$ cat src/logic/rfs_pkg.sv
// Shared constants, status layout and enumerations of the rail fault supervisor
package rfs_pkg;
	// Clock and power-stage flag latency
	localparam int CLK_PERIOD_NS = 50;
	localparam int TAO_LATENCY_NS = 1000;
	// Longest time, rounded down to whole cycles
	localparam int TAO_LATENCY_CYC = TAO_LATENCY_NS / CLK_PERIOD_NS;

	// Phase and current sizing
	localparam int NUM_PHASES = 7;
	localparam int CURRENT_W = 10;
	localparam int PHASE_IDX_W = 8;
	localparam int PAGE_W = 1;
	localparam logic [PHASE_IDX_W-1:0] PHASE_ALL = 8'hff;

	// Reset thresholds
	localparam logic [CURRENT_W-1:0] RAIL_OC_RST = 10'h3ff;
	localparam logic [CURRENT_W-1:0] PHASE_OCL_RST = 10'h082;

	// Fault inputs: temperature, stage, vin over, vin under, iin over; then rail overcurrent
	localparam int NUM_EXT_FAULT = 5;
	localparam int NUM_FAULT = 6;
	localparam int FLT_RAIL_OC = 5;
	// Warning inputs: temperature, vin over, vin under, iin over, pin over
	localparam int NUM_EXT_WARN = 5;
	localparam int WRN_BASE = 6;

	// Status vector positions
	localparam int STAT_CML = 11;
	localparam int STAT_OCL = 12;
	localparam int STAT_NRDY = 13;
	localparam int STAT_STRAP = 14;
	localparam int STAT_W = 15;

	// Reaction code width
	localparam int REACT_W = 2;

	// Selectable fault reaction
	typedef enum logic [1:0] {
		REACT_IGNORE = 2'b00,
		REACT_LATCH = 2'b01,
		REACT_HICCUP = 2'b10,
		REACT_SPARE = 2'b11
	} rfs_react_e;

	// Rail conversion state
	typedef enum logic [1:0] {
		ST_OFF = 2'b00,
		ST_RUN = 2'b01,
		ST_LATCH = 2'b10,
		ST_HICCUP = 2'b11
	} rfs_state_e;
endpackage

$ cat src/logic/rfs_phase_if.sv
// Signals between the supervisor and one per-phase limiter
`timescale 1ns/1ns
interface rfs_phase_if;
	logic wrEn; // Threshold write strobe
	logic [rfs_pkg::CURRENT_W-1:0] wrData; // New threshold
	logic [rfs_pkg::CURRENT_W-1:0] current; // Phase current sample
	logic over; // Phase above its limit
	modport ctl (output wrEn, output wrData, output current, input over);
	modport phase (input wrEn, input wrData, input current, output over);
endinterface

$ cat src/logic/rfs_phase_limit.sv
// Per-phase cycle-by-cycle current limit threshold and comparator
`timescale 1ns/1ns
module rfs_phase_limit (
	input wire logic clk,
	input wire logic nrst,
	rfs_phase_if.phase port
);
	// Limiter state
	typedef struct packed {
		logic [rfs_pkg::CURRENT_W-1:0] limit;
		logic over;
	} rfs_lim_s;

	rfs_lim_s r;
	rfs_lim_s nx;

	// Threshold load and over-limit compare
	always_comb begin
		nx = r;
		if (port.wrEn) begin
			nx.limit = port.wrData;
		end
		nx.over = port.current > r.limit;
	end

	// State register
	always_ff @(posedge clk or negedge nrst) begin
		if (!nrst) begin
			r <= '0;
			r.limit <= rfs_pkg::PHASE_OCL_RST;
		end else begin
			r <= nx;
		end
	end

	assign port.over = r.over;
endmodule // rfs_phase_limit

$ cat src/logic/rfs_rail_fault_supervisor.sv
// Rail fault supervisor: status, alert, reaction state and current thresholds
//
// Contract
// - Shutdown reaction drops regulator ready
// - Every event sets status, alerts unless masked
// - Enable cycle or clear command clears status
// - Persisting condition re-sets flag after clear
// - Flag pin low tri-states PWM within 1us
// - Not-ready blocks soft-start of idle rail
// - Phase FFh write sets rail overcurrent threshold
// - Other phase write sets that phase limit
// - Phase over limit skips pulses, warns only
`timescale 1ns/1ns
module rfs_rail_fault_supervisor #(
	parameter int NUM_PHASES = rfs_pkg::NUM_PHASES, // Phases on this rail
	parameter int HICCUP_CYCLES = 20000, // Hiccup off time in cycles
	parameter logic [rfs_pkg::PAGE_W-1:0] RAIL_PAGE = 1'h0 // Page served by this rail
) (
	input wire logic clk,
	input wire logic nrst,
	input wire logic railEnable,
	input wire logic powerStageFlagPin,
	input wire logic [rfs_pkg::NUM_EXT_FAULT-1:0] faultCond,
	input wire logic [rfs_pkg::NUM_EXT_WARN-1:0] warnCond,
	input wire logic strapInvalid,
	input wire logic cmlError,
	input wire logic [rfs_pkg::NUM_FAULT*rfs_pkg::REACT_W-1:0] faultReaction,
	input wire logic [rfs_pkg::STAT_W-1:0] alertMask,
	input wire logic clearFaults,
	input wire logic ocWrite,
	input wire logic [rfs_pkg::PAGE_W-1:0] ocPage,
	input wire logic [rfs_pkg::PHASE_IDX_W-1:0] ocPhase,
	input wire logic [rfs_pkg::CURRENT_W-1:0] ocValue,
	input wire logic [rfs_pkg::CURRENT_W-1:0] railCurrent,
	input wire logic [NUM_PHASES*rfs_pkg::CURRENT_W-1:0] phaseCurrent,
	output logic regulatorReadyOut,
	output logic regulatorFaultOutN,
	output logic pwmTristate,
	output logic [NUM_PHASES-1:0] pwmSkip,
	output logic softStartGo,
	output logic smbAlertN,
	output logic [rfs_pkg::STAT_W-1:0] statusBits,
	output logic [rfs_pkg::CURRENT_W-1:0] railOcLimit
);
	localparam int HCW = $clog2(HICCUP_CYCLES + 1); // Hiccup counter width
	localparam int TAO_MAX = rfs_pkg::TAO_LATENCY_CYC; // Bound for flag assertion

	// Whole module state
	typedef struct packed {
		logic [1:0] enSync; // Enable synchroniser
		logic [1:0] flagSync; // Flag pin synchroniser
		logic [rfs_pkg::NUM_EXT_FAULT-1:0] flt1; // Fault sync first stage
		logic [rfs_pkg::NUM_EXT_FAULT-1:0] flt2; // Fault sync second stage
		logic [rfs_pkg::NUM_EXT_WARN-1:0] wrn1; // Warning sync first stage
		logic [rfs_pkg::NUM_EXT_WARN-1:0] wrn2; // Warning sync second stage
		logic enPrev; // Enable one cycle ago
		rfs_pkg::rfs_state_e state; // Conversion state
		logic [HCW-1:0] hicCnt; // Hiccup wait counter
		logic [rfs_pkg::STAT_W-1:0] status; // Sticky status bits
		logic [rfs_pkg::CURRENT_W-1:0] railOc; // Rail overcurrent threshold
		logic alertN; // Alert line level
		logic strapBad; // Pinstrap failure, power cycle only
		logic ssGo; // Soft-start start pulse
	} rfs_sup_s;

	rfs_sup_s r;
	rfs_sup_s nx;

	logic [NUM_PHASES-1:0] phaseOver; // Per-phase over-limit flags
	logic enNow; // Synchronised enable
	logic notReady; // Power stage holds flag low
	logic enRise; // Enable turned back on
	logic clr; // Clear request this cycle
	logic [rfs_pkg::NUM_FAULT-1:0] faultNow; // Active fault conditions
	logic [rfs_pkg::STAT_W-1:0] setVec; // Status set terms
	logic tripLatch; // A latch-off fault is active
	logic tripHic; // A hiccup fault is active

	// Per-phase limiters
	rfs_phase_if phIf[NUM_PHASES] ();
	genvar g;
	generate
		for (g = 0; g < NUM_PHASES; g++) begin : gPhase
			assign phIf[g].wrEn = ocWrite && (ocPage == RAIL_PAGE) &&
				(ocPhase == rfs_pkg::PHASE_IDX_W'(g));
			assign phIf[g].wrData = ocValue;
			assign phIf[g].current = phaseCurrent[g*rfs_pkg::CURRENT_W +: rfs_pkg::CURRENT_W];
			assign phaseOver[g] = phIf[g].over;
			rfs_phase_limit uLimit (
				.clk(clk),
				.nrst(nrst),
				.port(phIf[g])
			);
		end
	endgenerate

	// Next-state logic
	always_comb begin
		nx = r;
		// Synchronisers for pins and analog comparators
		nx.enSync = {r.enSync[0], railEnable};
		nx.flagSync = {r.flagSync[0], powerStageFlagPin};
		nx.flt1 = faultCond;
		nx.flt2 = r.flt1;
		nx.wrn1 = warnCond;
		nx.wrn2 = r.wrn1;
		enNow = r.enSync[1];
		notReady = ~r.flagSync[1];
		enRise = enNow & ~r.enPrev;
		nx.enPrev = enNow;
		clr = clearFaults | enRise;
		// Rail overcurrent only during conversion
		faultNow = {(r.state == rfs_pkg::ST_RUN) && (railCurrent > r.railOc), r.flt2};
		// Pinstrap failure held until power cycle
		nx.strapBad = r.strapBad | strapInvalid;
		// Collect status set terms
		setVec = '0;
		setVec[rfs_pkg::NUM_FAULT-1:0] = faultNow;
		setVec[rfs_pkg::WRN_BASE +: rfs_pkg::NUM_EXT_WARN] = r.wrn2;
		setVec[rfs_pkg::STAT_CML] = cmlError;
		setVec[rfs_pkg::STAT_OCL] = |phaseOver;
		setVec[rfs_pkg::STAT_NRDY] = notReady;
		setVec[rfs_pkg::STAT_STRAP] = r.strapBad;
		// Set wins over clear, so a lasting condition re-detects at once
		nx.status = (r.status & ~{rfs_pkg::STAT_W{clr}}) | setVec;
		nx.alertN = ~|(nx.status & ~alertMask);
		// Reactions of active faults
		tripLatch = r.strapBad;
		tripHic = 1'b0;
		for (int i = 0; i < rfs_pkg::NUM_FAULT; i++) begin
			if (faultNow[i]) begin
				case (rfs_pkg::rfs_react_e'(faultReaction[i*rfs_pkg::REACT_W +: rfs_pkg::REACT_W]))
					rfs_pkg::REACT_IGNORE: begin
					end
					rfs_pkg::REACT_HICCUP: begin
						tripHic = 1'b1;
					end
					default: begin
						tripLatch = 1'b1;
					end
				endcase
			end
		end
		// Rail conversion state machine
		nx.ssGo = 1'b0;
		case (r.state)
			rfs_pkg::ST_OFF: begin
				if (tripLatch) begin
					nx.state = rfs_pkg::ST_LATCH;
				end else if (enNow && !notReady && !tripHic) begin
					nx.state = rfs_pkg::ST_RUN;
					nx.ssGo = 1'b1;
				end
			end
			rfs_pkg::ST_RUN: begin
				if (tripLatch) begin
					nx.state = rfs_pkg::ST_LATCH;
				end else if (tripHic) begin
					nx.state = rfs_pkg::ST_HICCUP;
					nx.hicCnt = HCW'(HICCUP_CYCLES - 1);
				end else if (!enNow) begin
					nx.state = rfs_pkg::ST_OFF;
				end
			end
			rfs_pkg::ST_LATCH: begin
				// Leave only on clear with the cause gone
				if (clr && !tripLatch) begin
					nx.state = rfs_pkg::ST_OFF;
				end
			end
			rfs_pkg::ST_HICCUP: begin
				if (tripLatch) begin
					nx.state = rfs_pkg::ST_LATCH;
				end else if (!enNow || r.hicCnt == '0) begin
					nx.state = rfs_pkg::ST_OFF;
				end else begin
					nx.hicCnt = r.hicCnt - 1'b1;
				end
			end
			default: begin
				nx.state = rfs_pkg::ST_LATCH;
			end
		endcase
		// Rail threshold write at the whole-rail phase index
		if (ocWrite && (ocPage == RAIL_PAGE) && (ocPhase == rfs_pkg::PHASE_ALL)) begin
			nx.railOc = ocValue;
		end
	end

	// State register
	always_ff @(posedge clk or negedge nrst) begin
		if (!nrst) begin
			r <= '0;
			// Flag pin idles high, so no false not-ready after reset
			r.flagSync <= '1;
			r.railOc <= rfs_pkg::RAIL_OC_RST;
			r.alertN <= 1'b1;
		end else begin
			r <= nx;
		end
	end

	// Outputs from state
	assign regulatorReadyOut = (r.state == rfs_pkg::ST_RUN) && !notReady;
	assign regulatorFaultOutN = !((r.state == rfs_pkg::ST_LATCH) ||
		(r.state == rfs_pkg::ST_HICCUP));
	assign pwmTristate = (r.state != rfs_pkg::ST_RUN) || notReady;
	assign pwmSkip = phaseOver & {NUM_PHASES{r.state == rfs_pkg::ST_RUN}};
	assign softStartGo = r.ssGo;
	assign smbAlertN = r.alertN;
	assign statusBits = r.status;
	assign railOcLimit = r.railOc;
endmodule // rfs_rail_fault_supervisor

$ cat config.mk
export PLATFORM = sky130hd
export DESIGN_NAME = rfs_rail_fault_supervisor
export DESIGN_NICKNAME = d
export VERILOG_FILES = /design/src/logic/rfs_pkg.sv /design/src/logic/rfs_phase_if.sv /design/src/logic/rfs_phase_limit.sv /design/src/logic/rfs_rail_fault_supervisor.sv
export SDC_FILE = /design/constraint.sdc
export NUM_CORES = 1
export LEC_CHECK = 0
export BUFFER_PORTS_ARGS = -buffer_cell sky130_fd_sc_hd__buf_2
export CAP_MARGIN = 20
export CORE_UTILIZATION = 49
export CTS_CLUSTER_SIZE = 8
export DETAILED_ROUTE_END_ITERATION = 6
export GPL_TIMING_DRIVEN = 0
export PLACE_DENSITY = 0.87
export SYNTH_ARGS = -nofsm -noshare
export SYNTH_HDL_FRONTEND = slang
export SYNTH_SLANG_ARGS = --single-unit
$ cat constraint.sdc
create_clock -name clk -period 2.8 [get_ports clk]
set_input_delay 0.56 -clock clk [delete_from_list [all_inputs] [get_ports clk]]
set_output_delay 0.56 -clock clk [all_outputs]
set_load 0.05 [all_outputs]
==> summary.txt <==
Timing
  • Unrepaired setup endpoints after global routing: yes
  • Post-route fraction of the period consumed by the critical path: 1.01
  • Achievable Freq: ~360 MHz
  • Worst hold slack across all endpoints: 0.127 ns
  • Final Slew Violations: 0
  • Final Critical Period: 2.82 ns
  • Setup-violating endpoint count in the final report: 1
  • Clock Skews: approximately 0.013 ns
  • Transition time at the pin with the least slew margin: approximately 0.77 ns
  • Setup total negative slack: -0.0151 ns
  • Count of endpoints failing hold in the final timing report: 0
  • Final Worst Setup Slack: -0.0151 ns
  • Remaining max-slew budget at the tightest pin: 0.479

Cells and area
  • Multi-input gate area in the final layout: 3670 µm²
  • Relative area change from synthesis to final layout: 27.1%
  • Flip-flop and latch area: between 3000 and 4000 µm²
  • Fraction of final layout cells with drive strength greater than 1: 0.376
  • Final net count: roughly 1200
  • # fillers: between 1000 and 1500
  • Final cell utilization of the core: 0.649

Routing
  • Drt wl/cell: between 15 and 20 µm
  • First-pass iteration count of the detailed router: 5
  • Antenna viol nets, final: 0
  • Vias per std cell: 5.33
  • Total Routed Length: 19.9 mm
  • DRC: 0
  • Via count: between 6000 and 7000
  • Initial detailed-routing violation count: between 400 and 500

Place
  • Routability cong.: around 0.89
  • Final HPWL DP: roughly 14 mm
  • Port-buffer cells: between 150 and 200
  • Pre-CTS WS: -0.361 ns

Yosys
  • Most used flip-flop cell after synthesis: dfrtp_1
  • Proportion of register bits with asynchronous set or reset after synthesis: 1.00
  • Number of distinct library cell variants in the gate-level netlist after synthesis: 57
  • Synthesis warning total: 0
  • Number of flip-flops and latches in the synthesized netlist: 147
  • Count leader, synth: dfrtp_1
  • Sequential area share after synthesis: 0.471
  • Synth top area share: 0.381
  • Count of flip-flops with a built-in enable after synthesis: 0
  • Commonest cells in the netlist: 120 x dfrtp_1, 108 x inv_1, 81 x ha_1
  • Avg Inst Size Synth: approximately 11 µm²
  • Gate count after technology mapping: 750
  • Mapped cell area: just under 8000 µm²
  • Top cell type by total area after synthesis: dfrtp_1
  • Mapped Nets: just under 1000
  • Leading cell types by total area after synthesis: dfrtp_1 38%, ha_1 13%, dfstp_2 9.0%

Outcome
  • Run status: finished, violations left
  • Failing checks: setup timing

Critical path
  • Critical path launch point type: register
  • Number of buffer and inverter instances along the worst setup path: 1
  • Arrival time of data at the critical path endpoint: 3.12 ns
  • Worst path cell trace: inv_2 -> ha_4 -> nand4_1 -> a211oi_2 -> a2111oi_4 -> o311a_4 -> or4b_4 -> o32a_1
  • Critical Path Fanout Max: 4
  • Required time reported for the critical path endpoint: between 3 and 4 ns
  • Endpoint kind of the worst setup timing path: register
  • Critical-path cell with the highest stage delay: dfstp_2
  • Peak per-stage delay on the critical path: ~0.54 ns
  • Path type of the worst setup path: reg -> reg
  • Kind of cell adding the most delay to the critical path: compound AO/OA/AOI/OAI gates

Global routing
  • Global-route congestion overflow total: 0
  • Wire length of the first global-routing pass: 31.4 mm
  • Pin count of the biggest net entering global routing: 80
  • Total routing usage reported by global routing: 0.254
  • Via count of the first global-routing pass: approximately 6300
  • Number of antenna violations at the first check in global routing: 4

Power and ir drop
  • Internal power of the cells: roughly 0.0042 W
  • Areal power density over the cells: approximately 550 nW/µm²
  • Sum of internal, switching and leakage power: between 0.005 and 0.006 W
  • Portion of total power attributed to combinational logic: 0.112
  • Maximum vdd ir drop: about 460 µV
  • Clock power frac: 0.478
  • Switching power of the nets: between 0.001 and 0.0015 W
  • Net switching share of the total power: 0.229
  • Sequential cell fraction of total power: 0.411
  • Static leakage: approximately 5 nW

Run
  • Count of maximum capacitance violations: 0

Clock network
  • CTS HTree Levels: 4
  • Clock tree from TritonCTS: built
  • Clock sinks: 147
  • Total CTS buffers: 17
  • Clock slew at reported path FFs: 0.06 ns
  • Cell at the root of the clock tree: clkbuf_16
  • Worst-skew pair later-pin latency: roughly 0.43 ns
  • CTS Buffer Depth: 2

Floorplan
  • Floorplan die width: 129 µm
  • Height of the chip: around 130 µm
  • Core outline area: 15400 µm²
  • I/O Pins: 181
  • Die outline area: approximately 17000 µm²
  • Initial core utilization: 0.511
  • Count of standard-cell rows: 45

Hold path
  • HP Class: in -> async
-- timing repair --
action	4_1_cts	5_1_grt
gates resized for setup	20	9
hold buffers	0	0
buffers inserted	11	1
pin swaps	8	5
endpoints found under the setup margin	13	20
hold endpoints to repair	0	0
-- cells by family (layout without fill, tap and decap cells) --
kind of cell    count (synthesis)  count (layout)  synth area share
simple gates                  170             170             0.114
compound gates                151             151             0.126
flops                         147             147             0.471
buf+inv                       147             371            0.0826
fa+ha+maj                      81              81             0.129
mux                            54              54            0.0772
other cells                     0               1                 0
-- power by group through the flow --
stage                     registers (W)  clock network, W  logic (W)
after CTS                       0.00226           0.00266   0.000613
after detailed placement        0.00229                 0   0.000580
after global routing            0.00226           0.00276   0.000685
after global placement          0.00229                 0   0.000556
final                           0.00226           0.00263   0.000615
after floorplan                 0.00228                 0   0.000322
-- sequential cells by signal (all words and copies together), names as in the netlist --
signal and flops:
faultNow 5, nx 12, smbAlertN 1, railOcLimit 10
gPhase.uLimit.r 70, statusBits 15, gPhase.uLimit.port.over 7, r 25
enNow 1, softStartGo 1
-- cells in the final DEF (no fill, tap or decap), drive strengths merged, types with 7 or more instances in the layout --
master,Yosys,layout
nor2,27,27
a21oi,39,39
mux2,54,54
and2,9,9
dfstp,27,27
clkbuf,12,35
nand4,18,18
inv,108,108
o22ai,9,9
o21ai,37,37
ha,81,81
buf,27,219
nor4,11,11
dfrtp,120,120
o41ai,10,10
nor2b,7,7
nor3,17,17
a2111oi,7,7
nand2,53,53
a21o,19,19
-- per-stage QoR --
| stage | std cells | cell area (µm²) |
|---|---|---|
| floorplan | 750 | 7880 |
| CTS | 1184 | 9980 |
| finish | 1186 | 10000 |
| detailed placement | 1141 | 9070 |
| global route | 1186 | 10000 |
| global placement | 1139 | 9030 |
-- final timing paths --
check                      cells after the start                     to  slack, ns         startpoint
setup reg to reg                               8                  r[39]      -0.02     railOcLimit[3]
hold / removal                                 1                  enNow       0.13               nrst
max in group asynchronous                      2  gPhase[2].uLimit.r[2]       1.83               nrst
hold reg to reg                                0                  r[46]       0.35             nx[46]
min in group clk                               1                 nx[67]       0.24  powerStageFlagPin
setup / recovery                               8                  r[39]      -0.02     railOcLimit[3]
-- layer usage --
metal / GRT usage / part of all wire
met4: 0.0789 / 0.019
met5: 0 / 0.0016
met1: 0.305 / 0.41
met3: 0.0773 / 0.083
met2: 0.436 / 0.48
-- worst reg2reg max path: cells and delay by family (launching register included) --
family / cells / cell delay (ns)
AOI/OAI and AO/OA: 4 / 1.13
adders and majority gates: 1 / 0.26
buffers and inverters: 1 / 0.05
DFF: 1 / 0.54
and+or+nand+nor: 2 / 0.71
-- area by class of cell --
| type | instances | share of cell area |
|---|---|---|
| timing repair buffer | 192 | 0.102 |
| clock inverter | 9 | 0.0199 |
| sequential | 147 | 0.371 |
| tap | 211 | 0.0264 |
| inverter | 108 | 0.0405 |
| multi-input combinational | 456 | 0.367 |
| clock buffer | 23 | 0.0487 |
| buffer | 39 | 0.0247 |
| antenna | 1 | 0.000250 |
(Power assumes the default switching activity.)
